===== src/core/esam_pkg.sv =====
// Constants, carriers and the rule summary for the errored-second alarm monitor.
//Contract
//- AIS alarm reporting enabled after reset.
//- AIS enable command sets AIS flag.
//- AIS disable command clears AIS flag.
//- Errored second: available, one event or more.
//- LOS entry, OOF entry, violation are events.
//- Errored-second threshold programmable 0 to 900.
//- Zero errored-second threshold never alarms.
//- Threshold 900 alarms only on all-errored window.
//- Errored-second threshold resets to 65.
//- Errored count reaching threshold raises alarm.
//- Severely errored means 44 events or more.
//- Ten consecutive severe seconds enter unavailable.
//- Unavailable threshold programmable 0 to 900.
//- Zero unavailable threshold never alarms.
//- Unavailable threshold resets to 10.
//- Unavailable count reaching threshold raises alarm.
//- Yellow reporting enabled at reset, set/clear.
package esam_pkg;

	// Clock rate and the one-second tick derived from it.
	localparam int unsigned CLK_HZ           = 125_000_000;
	localparam int unsigned TICK_SECONDS     = 1;
	localparam int unsigned TICK_CYCLES_DFLT = CLK_HZ * TICK_SECONDS;
	localparam int unsigned TICK_W           = 27;

	// Sliding window and threshold layout.
	localparam int unsigned WIN_MINUTES = 15;
	localparam int unsigned WIN_SECS    = 60 * WIN_MINUTES;
	localparam int unsigned CNT_W       = 10;
	localparam logic [CNT_W-1:0] THR_MAX     = 10'h384;
	localparam logic [CNT_W-1:0] ES_THR_RST  = 10'h041;
	localparam logic [CNT_W-1:0] UAS_THR_RST = 10'h00A;
	localparam logic [CNT_W-1:0] PTR_LAST    = 10'h383;

	// Per-second event accounting.
	localparam int unsigned EVT_W   = 6;
	localparam logic [EVT_W-1:0] EVT_MAX  = 6'h3F;
	localparam logic [EVT_W-1:0] SES_EVTS = 6'h2C;

	// Unavailable-state entry and exit run lengths.
	localparam int unsigned RUN_W = 4;
	localparam logic [RUN_W-1:0] UAS_RUN = 4'hA;

	// Line events from the receiver and framer; levels, except the one-cycle code-violation pulse.
	typedef struct packed {
		logic los;   // Loss-of-signal level.
		logic oof;   // Out-of-frame level.
		logic cv;    // Code-violation pulse.
		logic ais;   // Incoming AIS detected, level.
		logic yel;   // Incoming yellow detected, level.
	} esam_line_s;

	// Management commands, each a one-cycle strobe.
	typedef struct packed {
		logic                  ais_alarm_on_cmd;
		logic                  ais_alarm_off_cmd;
		logic                  yellow_alarm_on_cmd;
		logic                  yellow_alarm_off_cmd;
		logic                  errsec_threshold_cmd;
		logic                  unavail_threshold_cmd;
		logic [CNT_W-1:0]      value;
	} esam_cmd_s;

endpackage


===== src/core/esam_monitor.sv =====
// Errored-second and unavailable-second monitor with the excess error alarm.
module esam_monitor
	import esam_pkg::*;
#(
	parameter int unsigned P_TICK_CYCLES = TICK_CYCLES_DFLT
) (
	// Clock and reset.
	input  wire logic             i_clk,
	input  wire logic             i_rst_b,
	// Line events and management commands.
	input  wire esam_line_s       i_line,
	input  wire esam_cmd_s        i_cmd,
	// Alarm enables and alarm outputs.
	output logic                  o_ais_alarm_enable,
	output logic                  o_yellow_alarm_enable,
	output logic                  o_ais_alarm,
	output logic                  o_yellow_alarm,
	output logic                  o_excess_error_alarm,
	// Status for management.
	output logic                  o_unavailable,
	output logic [CNT_W-1:0]      o_errsec_count,
	output logic [CNT_W-1:0]      o_unavail_count,
	output logic [CNT_W-1:0]      o_errsec_threshold,
	output logic [CNT_W-1:0]      o_unavail_threshold,
	output logic                  o_second_tick
);

	localparam logic [TICK_W-1:0] TICK_LAST = TICK_W'(P_TICK_CYCLES - 1);

	// Configuration state and its next values.
	logic                 ais_en;
	logic                 yel_en;
	logic [CNT_W-1:0]     es_thr;
	logic [CNT_W-1:0]     uas_thr;
	logic                 next_ais_en;
	logic                 next_yel_en;
	logic [CNT_W-1:0]     next_es_thr;
	logic [CNT_W-1:0]     next_uas_thr;

	// Second accounting state.
	logic [TICK_W-1:0]    tick_cnt;     // Divider toward the one-second tick.
	logic                 tick;         // One-cycle pulse ending each second.
	logic                 los_d;        // Previous loss-of-signal level.
	logic                 oof_d;        // Previous out-of-frame level.
	logic [EVT_W-1:0]     evt_cnt;      // Events so far in this second, saturating.
	logic                 unavail;      // Unavailable state.
	logic [RUN_W-1:0]     ses_run;      // Consecutive severe seconds.
	logic [RUN_W-1:0]     clr_run;      // Consecutive non-severe seconds.
	logic [TICK_W-1:0]    next_tick_cnt;
	logic                 next_tick;
	logic [EVT_W-1:0]     next_evt_cnt;
	logic                 next_unavail;
	logic [RUN_W-1:0]     next_ses_run;
	logic [RUN_W-1:0]     next_clr_run;
	logic [1:0]           cur_evts;     // Events arriving this cycle.
	logic [EVT_W-1:0]     sec_evts;     // Total for the closing second.
	logic                 sec_ses;      // Closing second is severely errored.
	logic                 new_es;       // Closing second is an errored second.
	logic                 new_uas;      // Closing second is an unavailable second.

	// Sliding window: one class pair per second, in a ring.
	logic [1:0]           hist [WIN_SECS];
	logic [CNT_W-1:0]     ptr;
	logic [CNT_W-1:0]     es_cnt;
	logic [CNT_W-1:0]     uas_cnt;
	logic [CNT_W-1:0]     next_ptr;
	logic [CNT_W-1:0]     next_es_cnt;
	logic [CNT_W-1:0]     next_uas_cnt;
	logic [1:0]           old_cls;
	logic                 next_alarm;

	// Returns true when a count has reached a nonzero threshold.
	// A zero threshold switches its criterion off rather than alarming at once.
	function automatic logic thr_hit(input logic [CNT_W-1:0] cnt, input logic [CNT_W-1:0] thr);
		thr_hit = (thr != '0) && (cnt >= thr);
	endfunction

	// Commands update the enables and thresholds. A set and clear in the same
	// cycle leaves the enable set, so an alarm is never silently lost.
	always_comb begin
		next_ais_en  = ais_en;
		next_yel_en  = yel_en;
		next_es_thr  = es_thr;
		next_uas_thr = uas_thr;
		if (i_cmd.ais_alarm_off_cmd) begin
			next_ais_en = 1'b0;
		end
		if (i_cmd.ais_alarm_on_cmd) begin
			next_ais_en = 1'b1;
		end
		if (i_cmd.yellow_alarm_off_cmd) begin
			next_yel_en = 1'b0;
		end
		if (i_cmd.yellow_alarm_on_cmd) begin
			next_yel_en = 1'b1;
		end
		// Values above the window length are refused, the old threshold stays.
		if (i_cmd.errsec_threshold_cmd && (i_cmd.value <= THR_MAX)) begin
			next_es_thr = i_cmd.value;
		end
		if (i_cmd.unavail_threshold_cmd && (i_cmd.value <= THR_MAX)) begin
			next_uas_thr = i_cmd.value;
		end
	end

	// Configuration registers with their reset defaults.
	always_ff @(posedge i_clk) begin
		if (!i_rst_b) begin
			ais_en  <= 1'b1;
			yel_en  <= 1'b1;
			es_thr  <= ES_THR_RST;
			uas_thr <= UAS_THR_RST;
		end else begin
			ais_en  <= next_ais_en;
			yel_en  <= next_yel_en;
			es_thr  <= next_es_thr;
			uas_thr <= next_uas_thr;
		end
	end

	// Event counting, the tick divider and second classification. Events that
	// land in the tick cycle belong to the closing second, so none are dropped.
	always_comb begin
		cur_evts = {1'b0, i_line.los & ~los_d} + {1'b0, i_line.oof & ~oof_d}
			+ {1'b0, i_line.cv};
		if (({1'b0, evt_cnt} + {5'h00, cur_evts}) > {1'b0, EVT_MAX}) begin
			sec_evts = EVT_MAX;
		end else begin
			sec_evts = evt_cnt + {4'h0, cur_evts};
		end
		sec_ses       = (sec_evts >= SES_EVTS);
		next_tick     = (tick_cnt == TICK_LAST);
		next_tick_cnt = next_tick ? '0 : tick_cnt + 1'b1;
		next_evt_cnt  = tick ? '0 : sec_evts;
		next_unavail  = unavail;
		next_ses_run  = ses_run;
		next_clr_run  = clr_run;
		if (tick) begin
			next_ses_run = sec_ses ? ((ses_run == UAS_RUN) ? ses_run : ses_run + 1'b1) : '0;
			next_clr_run = sec_ses ? '0 : ((clr_run == UAS_RUN) ? clr_run : clr_run + 1'b1);
			if (!unavail && (next_ses_run == UAS_RUN)) begin
				next_unavail = 1'b1;
			end else if (unavail && (next_clr_run == UAS_RUN)) begin
				next_unavail = 1'b0;
			end
		end
		// The second that completes the severe run already counts as unavailable.
		new_uas = tick && next_unavail;
		new_es  = tick && !next_unavail && (sec_evts != '0);
	end

	// Second accounting registers.
	always_ff @(posedge i_clk) begin
		if (!i_rst_b) begin
			tick_cnt <= '0;
			tick     <= 1'b0;
			los_d    <= 1'b0;
			oof_d    <= 1'b0;
			evt_cnt  <= '0;
			unavail  <= 1'b0;
			ses_run  <= '0;
			clr_run  <= '0;
		end else begin
			tick_cnt <= next_tick_cnt;
			tick     <= next_tick;
			los_d    <= i_line.los;
			oof_d    <= i_line.oof;
			evt_cnt  <= next_evt_cnt;
			unavail  <= next_unavail;
			ses_run  <= next_ses_run;
			clr_run  <= next_clr_run;
		end
	end

	// Window update: the newest class enters, the class of the second that
	// falls out of the window leaves. The ring is never cleared, not even by the count
	// reset; stale entries are masked by a valid bit set at the first pointer wrap.
	logic full;        // The ring has wrapped once since reset.
	logic next_full;
	always_comb begin
		// Before the first wrap the ring holds nothing that may leave the window.
		old_cls      = full ? hist[ptr] : 2'h0;
		next_ptr     = ptr;
		next_full    = full;
		next_es_cnt  = es_cnt;
		next_uas_cnt = uas_cnt;
		if (tick) begin
			next_ptr     = (ptr == PTR_LAST) ? '0 : ptr + 1'b1;
			next_full    = full || (ptr == PTR_LAST);
			next_es_cnt  = es_cnt + {9'h000, new_es} - {9'h000, old_cls[0]};
			next_uas_cnt = uas_cnt + {9'h000, new_uas} - {9'h000, old_cls[1]};
		end
		// Either criterion raises the one shared alarm; zero disables it.
		next_alarm = thr_hit(es_cnt, es_thr) || thr_hit(uas_cnt, uas_thr);
	end

	// Window registers and the ring memory.
	always_ff @(posedge i_clk) begin
		if (tick) begin
			hist[ptr] <= {new_uas, new_es};
		end
		if (!i_rst_b) begin
			ptr     <= '0;
			full    <= 1'b0;
			es_cnt  <= '0;
			uas_cnt <= '0;
		end else begin
			ptr     <= next_ptr;
			full    <= next_full;
			es_cnt  <= next_es_cnt;
			uas_cnt <= next_uas_cnt;
		end
	end

	// Registered outputs. Detection itself is untouched by the enables; only
	// the reported alarm is gated.
	always_ff @(posedge i_clk) begin
		if (!i_rst_b) begin
			o_ais_alarm          <= 1'b0;
			o_yellow_alarm       <= 1'b0;
			o_excess_error_alarm <= 1'b0;
		end else begin
			o_ais_alarm          <= ais_en & i_line.ais;
			o_yellow_alarm       <= yel_en & i_line.yel;
			o_excess_error_alarm <= next_alarm;
		end
	end

	// Status outputs taken straight from the state flip-flops.
	assign o_ais_alarm_enable    = ais_en;
	assign o_yellow_alarm_enable = yel_en;
	assign o_unavailable         = unavail;
	assign o_errsec_count        = es_cnt;
	assign o_unavail_count       = uas_cnt;
	assign o_errsec_threshold    = es_thr;
	assign o_unavail_threshold   = uas_thr;
	assign o_second_tick         = tick;

	// Checks next to the logic they guard.
	// They rest while reset is low, so reset values never count as a failure.
	chk_ais_reset_on: assert property (@(posedge i_clk) disable iff (!i_rst_b)
		!$past(i_rst_b) |-> ais_en && yel_en)
		else $error("enables not set after reset");
	chk_ais_on_cmd: assert property (@(posedge i_clk) disable iff (!i_rst_b)
		i_cmd.ais_alarm_on_cmd |=> ais_en ##1 (ais_en || $past(i_cmd.ais_alarm_off_cmd)))
		else $error("AIS enable command lost");
	chk_ais_off_cmd: assert property (@(posedge i_clk) disable iff (!i_rst_b)
		i_cmd.ais_alarm_off_cmd && !i_cmd.ais_alarm_on_cmd |=> !ais_en)
		else $error("AIS disable command lost");
	chk_yel_cmds: assert property (@(posedge i_clk) disable iff (!i_rst_b)
		i_cmd.yellow_alarm_off_cmd && !i_cmd.yellow_alarm_on_cmd |=> !yel_en ##1 (!o_yellow_alarm || yel_en))
		else $error("yellow disable not honoured");
	chk_thr_reset: assert property (@(posedge i_clk) disable iff (!i_rst_b)
		!$past(i_rst_b) |-> (es_thr == ES_THR_RST) && (uas_thr == UAS_THR_RST))
		else $error("threshold reset values wrong");
	chk_thr_write: assert property (@(posedge i_clk) disable iff (!i_rst_b)
		i_cmd.errsec_threshold_cmd && (i_cmd.value <= THR_MAX) |=> es_thr == $past(i_cmd.value))
		else $error("errored-second threshold not written");
	chk_uthr_write: assert property (@(posedge i_clk) disable iff (!i_rst_b)
		i_cmd.unavail_threshold_cmd && (i_cmd.value > THR_MAX) |=> $stable(uas_thr))
		else $error("out-of-range threshold accepted");
	chk_event_count: assert property (@(posedge i_clk) disable iff (!i_rst_b)
		!tick && i_line.cv && (evt_cnt < SES_EVTS) |=> evt_cnt > $past(evt_cnt))
		else $error("code violation not counted");
	chk_errsec_class: assert property (@(posedge i_clk) disable iff (!i_rst_b)
		tick && (sec_evts != '0) && !next_unavail |=> es_cnt != $past(es_cnt) || $past(old_cls[0]))
		else $error("errored second not counted");
	chk_uas_entry: assert property (@(posedge i_clk) disable iff (!i_rst_b)
		tick && !unavail && sec_ses && (ses_run == UAS_RUN - 4'h1) |=> unavail)
		else $error("unavailable state not entered");
	chk_window_slide: assert property (@(posedge i_clk) disable iff (!i_rst_b)
		!tick |=> $stable(es_cnt) && $stable(uas_cnt))
		else $error("window count moved without a tick");
	chk_es_alarm: assert property (@(posedge i_clk) disable iff (!i_rst_b)
		(es_thr != '0) && (es_cnt >= es_thr) |=> o_excess_error_alarm)
		else $error("errored-second alarm missing");
	chk_uas_alarm: assert property (@(posedge i_clk) disable iff (!i_rst_b)
		(uas_thr != '0) && (uas_cnt >= uas_thr) |=> o_excess_error_alarm)
		else $error("unavailable-second alarm missing");
	chk_zero_thr: assert property (@(posedge i_clk) disable iff (!i_rst_b)
		$past(es_thr == '0) && $past(uas_thr == '0) |-> !o_excess_error_alarm)
		else $error("alarm with both thresholds zero");

	// The AIS alarm follows its enable one cycle later; then second-class, count and zero-threshold checks.
	chk_ais_report: assert property (@(posedge i_clk) disable iff (!i_rst_b)
		i_rst_b && ais_en && i_line.ais |=> o_ais_alarm)
		else $error("enabled AIS alarm not reported");
	chk_ais_gate: assert property (@(posedge i_clk) disable iff (!i_rst_b)
		!ais_en |=> !o_ais_alarm)
		else $error("disabled AIS alarm reported");
	chk_ses_class: assert property (@(posedge i_clk) disable iff (!i_rst_b)
		tick && (sec_evts < SES_EVTS) |=> ses_run == '0)
		else $error("second below the severe count kept the run");
	chk_uas_count: assert property (@(posedge i_clk) disable iff (!i_rst_b)
		tick && next_unavail |=> uas_cnt != $past(uas_cnt) || $past(old_cls[1]))
		else $error("unavailable second not counted");
	chk_es_zero: assert property (@(posedge i_clk) disable iff (!i_rst_b)
		$past(es_thr == '0) && $past(uas_thr == '0 || uas_cnt < uas_thr)
		|-> !o_excess_error_alarm)
		else $error("alarm on errored seconds with a zero threshold");
	chk_uas_zero: assert property (@(posedge i_clk) disable iff (!i_rst_b)
		$past(uas_thr == '0) && $past(es_thr == '0 || es_cnt < es_thr)
		|-> !o_excess_error_alarm)
		else $error("alarm on unavailable seconds with a zero threshold");

endmodule


===== config.mk =====
export PLATFORM = sky130hd
export DESIGN_NAME = esam_monitor
export DESIGN_NICKNAME = d
export VERILOG_FILES = /design/src/core/esam_pkg.sv /design/src/core/esam_monitor.sv
export SDC_FILE = /design/constraint.sdc
export NUM_CORES = 2
export LEC_CHECK = 0
export BUFFER_PORTS_ARGS = -buffer_cell sky130_fd_sc_hd__buf_2
export CAP_MARGIN = 10
export CORE_MARGIN = 10
export CORE_UTILIZATION = 45
export DETAILED_ROUTE_END_ITERATION = 10
export PLACE_DENSITY = 0.58
export SLEW_MARGIN = 20
export SYNTH_ARGS = -nofsm -noshare
export SYNTH_HDL_FRONTEND = slang
export SYNTH_SLANG_ARGS = --single-unit
export TNS_END_PERCENT = 5

===== constraint.sdc =====
create_clock -name i_clk -period 64.8 [get_ports i_clk]
set_clock_uncertainty 0.1 [all_clocks]
set_input_delay 16.2 -clock i_clk [delete_from_list [all_inputs] [get_ports i_clk]]
set_output_delay 16.2 -clock i_clk [all_outputs]
set_load 0.02 [all_outputs]

## Word-level counts from Yosys, hierarchy flattened

Memories as Yosys holds them, arrays and structs flattened. A register that Yosys moved wholly into a read port is not among the register bits.
Cells that the tools add are included.

- Add/subtract/negate cells: 12
- Order comparisons: 5
- Equality and inequality tests: 6
- Mux-type cells: 14
- Bitwise logic cells: 7
- Reductions and logical operators: 20

Operator list:

| operator | number |
|---|---|
| $mux W10 | 3 |
| $add A27 B1 Y27 const B | 1 |
| $eq A27 B27 Y1 const B | 1 |
| $add A10 B1 Y10 | 2 |
| $ge A10 B10 Y1 | 2 |
| $reduce_bool A10 Y1 | 2 |
| $sub A10 B1 Y10 | 2 |
| $eq A4 B4 Y1 const B | 4 |
| $mux W4 | 4 |
| $add A10 B1 Y10 const B | 1 |
| $eq A10 B10 Y1 const B | 1 |
| $le A10 B10 Y1 const B | 1 |
| $logic_and A1 B1 Y1 | 9 |
| $add A4 B1 Y4 const B | 2 |
| $reduce_or A2 Y1 | 4 |
| $add A6 B2 Y7 | 1 |
| $gt A7 B6 Y1 const B | 1 |
| $add A6 B2 Y6 | 1 |
| $ge A6 B6 Y1 const B | 1 |
| $mux W6 | 1 |
| $reduce_bool A6 Y1 | 1 |
| $mux W1 | 5 |
| $and A1 B1 Y1 | 4 |
| $not A1 Y1 | 3 |
| 5 further kinds | 7 |

- Flip-flop bits (word level): 101
- Memory bits (writable): 1800
- Output and inout port bits: 47
- Word-level logic and storage cells: 84
- Memories: 1

Memory list:

| name | depth | width | read ports | clocked after memory_dff | wr ports | RTL line | text |
|---|---|---|---|---|---|---|---|
| hist | 900 | 2 | 1 | 1 | 1 | esam_monitor.sv:62 | `logic [1:0] hist [WIN_SECS];` |

## Logic depth before layout (Yosys ltp)

- Depth in word-level cells: 19
- Gate-level depth with buffers: 28
- Mapped depth without buffers: 27

## Worst setup path after synthesis

No wires, ideal clock.

- Path type: input -> register
- Start point: input port i_line[3] (netlist bit)
- End point: memory hist[0][0] (data pin)
- Library setup time: 4.383 ns
- Arrival time: 39.568 ns
- Data required time: 60.317 ns
- Path slack: 20.750 ns
- Stages on the path: 13
- Buffers on the path: 1
- Cells stage by stage: nor2b_1 -> fa_1 -> ha_1 -> inv_1 -> fa_1 -> or4b_1 -> o21ai_0 -> o21ai_1 -> nor2b_1 -> clkbuf_1 -> nor3_1 -> a31oi_1 -> nor2_1

- Word-level cells in the longest chain between the ends: 16

RTL lines:

| what | RTL line | text |
|---|---|---|
| start, declared | esam_monitor.sv:11 | `input wire esam_line_s i_line,` |
| $and A1 B1 Y1 (*) | esam_monitor.sv:124 | `cur_evts = {1'b0, i_line.los & ~los_d} + {1'b0, i_line.oof & ~oof_d}` |
| $add A1 B1 Y2 (*) | esam_monitor.sv:124 |  |
| $add A2 B1 Y2 (*) | esam_monitor.sv:125 | `+ {1'b0, i_line.cv};` |
| $add A6 B2 Y7 | esam_monitor.sv:126 | `if (({1'b0, evt_cnt} + {5'h00, cur_evts}) > {1'b0, EVT_MAX}) begin` |
| $gt A7 B6 Y1 | esam_monitor.sv:126 |  |
| $mux W6 (*) | esam_monitor.sv:126 |  |
| $ge A6 B6 Y1 | esam_monitor.sv:131 | `sec_ses = (sec_evts >= SES_EVTS);` |
| $mux W4 | esam_monitor.sv:140 | `next_clr_run = sec_ses ? '0 : ((clr_run == UAS_RUN) ? clr_run : clr_run + 1'b1);` |
| $eq A4 B4 Y1 | esam_monitor.sv:143 | `end else if (unavail && (next_clr_run == UAS_RUN)) begin` |
| $logic_and A1 B1 Y1 | esam_monitor.sv:143 |  |
| $mux W1 | esam_monitor.sv:143 |  |
| $mux W1 | esam_monitor.sv:141 | `if (!unavail && (next_ses_run == UAS_RUN)) begin` |
| $mux W1 | esam_monitor.sv:138 | `if (tick) begin` |
| $logic_not A1 Y1 | esam_monitor.sv:149 | `new_es = tick && !next_unavail && (sec_evts != '0);` |
| $logic_and A1 B1 Y1 | esam_monitor.sv:149 |  |
| $logic_and A1 B1 Y1 (*) | esam_monitor.sv:149 |  |
| via new_es | esam_monitor.sv:58 | `logic new_es;` |
| end, declared | esam_monitor.sv:62 |  |

Mark *: on every way through the listed nets, which the timed path passes. The rest lies on a longest branch.

## Worst setup path after layout

- Start point: input port i_line[3] (netlist bit)
- End point: memory hist[162][0] (data pin)

Same word-level chain as after synthesis.

==> impl_results.md <==
* Top cells by area, synth: edfxtp_1 (68%), mux4_2 (12%), nor2_1 (5.0%), dfxtp_1 (2.8%), mux2i_1 (1.9%)
* Asr flop ratio synth at 0%
* Core box area at 174000 µm²
* Setup crit start kind: input pin
* Global Route Usage Sum at 21.3%
* Worst-path clk slew at 0.06 ns
* Slew @ Worst Pin at 1.17 ns
* Syn Area/Cell at 16.3 µm²
* Sw power at 486 µW
* Htree depth at 4
* Delay-heaviest family, CP: buffers and inverters
* Initial Utilization at 45.3%
* Count of input and output buffers at 69
* TritonCTS Sinks at 1911
* RSZ-0062 raised after global routing: no
* Sequential share of the synthesized area at 71.3%
* Syn_nets at 4914
* Internal power at 1980 µW
* Max incr delay on CP at 0.78 ns
* Nets at 4933
* Die width at 439 µm
* CTS Buf Count at 195
* Crit. End Element: flip-flop
* Placed Instances at 6981
* Clk pwr share at 45.4%
* Clock Tree Buf Depth at 3
* TritonRoute pass-1 iters at 6
* DPL Wire Length at 115000 µm
* Outcome: complete, no violations
* Leading area contributor after synthesis: edfxtp_1
* Final Setup Violations at 0
* Vias in the first global route at 44.3k
* Post-DR vias/cell at 5.91
* Sequential power share at 54.1%
* P_leak at 0.0282 µW
* Residual antenna-violating net count after detailed routing at 0
* Net Sw Frac at 19.7%
* Routed WL at 208000 µm
* Pwr dens at 28.0 nW/µm²
* Achievable Freq at 45.0 MHz
* Synth cell types at 67
* Total I/O pin count at 70
* Crit path cell chain: buf_2 > nor2b_1 > fa_1 > ha_1 > inv_1 > fa_1 > or4b_1 > o21ai_0 > o21ai_1 > nor2b_1 > nor3_1 > a31oi_1 > nor2_4 > buf_4 > buf_4 > buf_4 > buf_12
* DIE AREA at 193000 µm²
* WP buf/inv at 6
* CTS Root Cell: clkbuf_16
* Hold WC Path Type: flip-flop to flip-flop
* Hold Buf Count CTS at 0
* Die height at 439 µm
* Cells after synthesis at 4836
* Gpl congestion at 0.782
* Worst-skew pair later-pin latency at 0.83 ns
* First-pass GRT wire length at 304000 µm
* Synth warn at 0
* Setup ws final at 42.59 ns
* Crit path max-delay cell type: buf_4
* Crit path time final at 22.21 ns
* Post-Layout Cell Count at 7347
* PostCTS Resize Cnt at 0
* Worst Path Required at 65.17 ns
* Fillers at 14.5k
* Grt total ovfl at 0
* Max FO, Critical Path at 243
* Slew Limit Fails at 0
* Setup TNS at 0 ns
* Finished Core Util at 50.5%
* Layout overhead on the synthesized area at 11.5%
* Share of cells above drive strength 1 at 18.9%
* Final hold vios at 0
* Max IR drop VDD at 0.0000278 V
* Pre-CTS setup slack at 41.84 ns
* DR vias at 43.4k
* Wire per inst at 28.3 µm
* Synthesized area at 78900 µm²
* CTS tree: yes
* Critical path class: input pin to flip-flop
* Num rows at 153
* Post-synth EDFFs at 1800
* Initial DRC count at 4671
* Comb power frac at 0.5%
* Fin crit share at 34.3%
* FF+latch count, synth at 1911
* Initial antenna violation count at 4
* Largest net degree at the start of global routing at 244
* Ys flop type: edfxtp_1
* Leading cell type in the layout, fill and taps excluded: edfxtp_1
* DRC violations left at 0
* Data arrival at the endpoint of the critical path at 22.58 ns
* Top-area cell type share of the netlist area at 68.5%
* Rel. slew slack at 21.6%
* Most common cell on crit path: buf_4
* Max Cap Violations at 0
* Commonest non-fill, non-tap cells in the layout: edfxtp_1 (1800), nor2_1 (1048), mux4_2 (420), clkbuf_16 (195), nand2_1 (152)
* Post-CTS Setup Bufs at 0
==> layer usage <==
layer  global-route usage [%]  vias up  part of all wire, %
met5                        0        -                    0
met4                     6.48        0                  2.9
met3                     3.32      338                  6.5
met2                     35.6     1510                   50
met1                     28.9    22900                   41
li1                         -    18700                    -
==> cell families after synthesis <==
group	count (synthesis)	share of synthesized area (%)
flip-flops	1911	71.3
AND/OR/NAND/NOR	1454	7.60
multiplexers	584	14.1
buffers and inverters	414	2.43
AO/OA/AOI/OAI	373	3.16
adder cells (fa/ha/maj)	55	0.910
XOR/XNOR	45	0.499
==> sequential cells by signal, indices dropped and copies added (netlist names), 4 cells and up, named ones only <==
name / flops
o_errsec_count: 10
ptr: 10
o_unavail_count: 10
clr_run: 4
hist: 1800
o_errsec_threshold: 10
o_unavail_threshold: 10
evt_cnt: 6
tick_cnt: 27
ses_run: 4
==> metrics by stage <==
| stage | total power (µW) | hold WS (ns) | instance area, µm² |
|---|---|---|---|
| after detailed placement | 1370 | 0.352 | 81600 |
| after floorplan | 1370 | 0.326 | 78900 |
| after global routing | 2530 | 0.394 | 88000 |
| after CTS | 2480 | 0.367 | 87900 |
| after global placement | 1370 | 0.342 | 81600 |
| final | 2460 | 0.371 | 88000 |
==> power groups by stage <==
stage                     Sequential, µW  Clock, µW  Combinational (µW)
after floorplan                     1360          0                6.84
after global placement              1360          0                12.1
after detailed placement            1360          0                12.2
after CTS                           1330       1140                12.2
after global routing                1330       1190                13.6
final                               1330       1120                12.1
==> path summary, 6_finish.rpt <==
path	start	end	slack [ns]	cells after the start
setup / recovery	i_line[3]	hist[162][0]$_DFFE_PP_	42.59	17
hold / removal	tick_cnt[0]$_SDFF_PP0_	tick_cnt[0]$_SDFF_PP0_	0.37	1
setup reg to reg	flip-flop	o_errsec_count[8]$_SDFFE_PN0P_	56.74	28
hold reg to reg	tick_cnt[0]$_SDFF_PP0_	tick_cnt[0]$_SDFF_PP0_	0.37	1
==> cells in the mapped netlist, types with 10 or more instances <==
master    instances
clkbuf_1        198
a221oi_1         12
a21oi_1          97
o21ai_0          51
nor4_1           12
inv_1            64
o221ai_1         55
a22oi_1          17
mux4_2          420
and3_1           16
buf_2            58
nand3_1          38
buf_6            24
ha_1             51
mux2_2           15
nor2_1         1051
nor2b_1          23
a31oi_1          13
nor3_1           23
nand4_1          20
mux2i_1         149
buf_1            39
dfxtp_1         111
buf_4            30
a211oi_1         18
edfxtp_1       1800
o22ai_1          34
xor2_1           25
and2_1           16
a21o_1           10
or2_2            14
o211ai_1         21
nand2_1         190
xnor2_1          20
==> final cells by class <==
class                           instances  area, µm²  share of cell area [%]
Clock buffer                          247       5090                    5.79
Antenna cell                            1       2.50                 0.00284
Clock inverter                        116       1230                    1.40
Sequential cell                      1911      56300                    64.0
Timing Repair Buffer                  171       1250                    1.42
Inverter                               65        256                   0.292
Multi-Input combinational cell       2511      20900                    23.8
Tap cell                             2325       2910                    3.31
No activity file was read; power rests on OpenSTA's default activity.
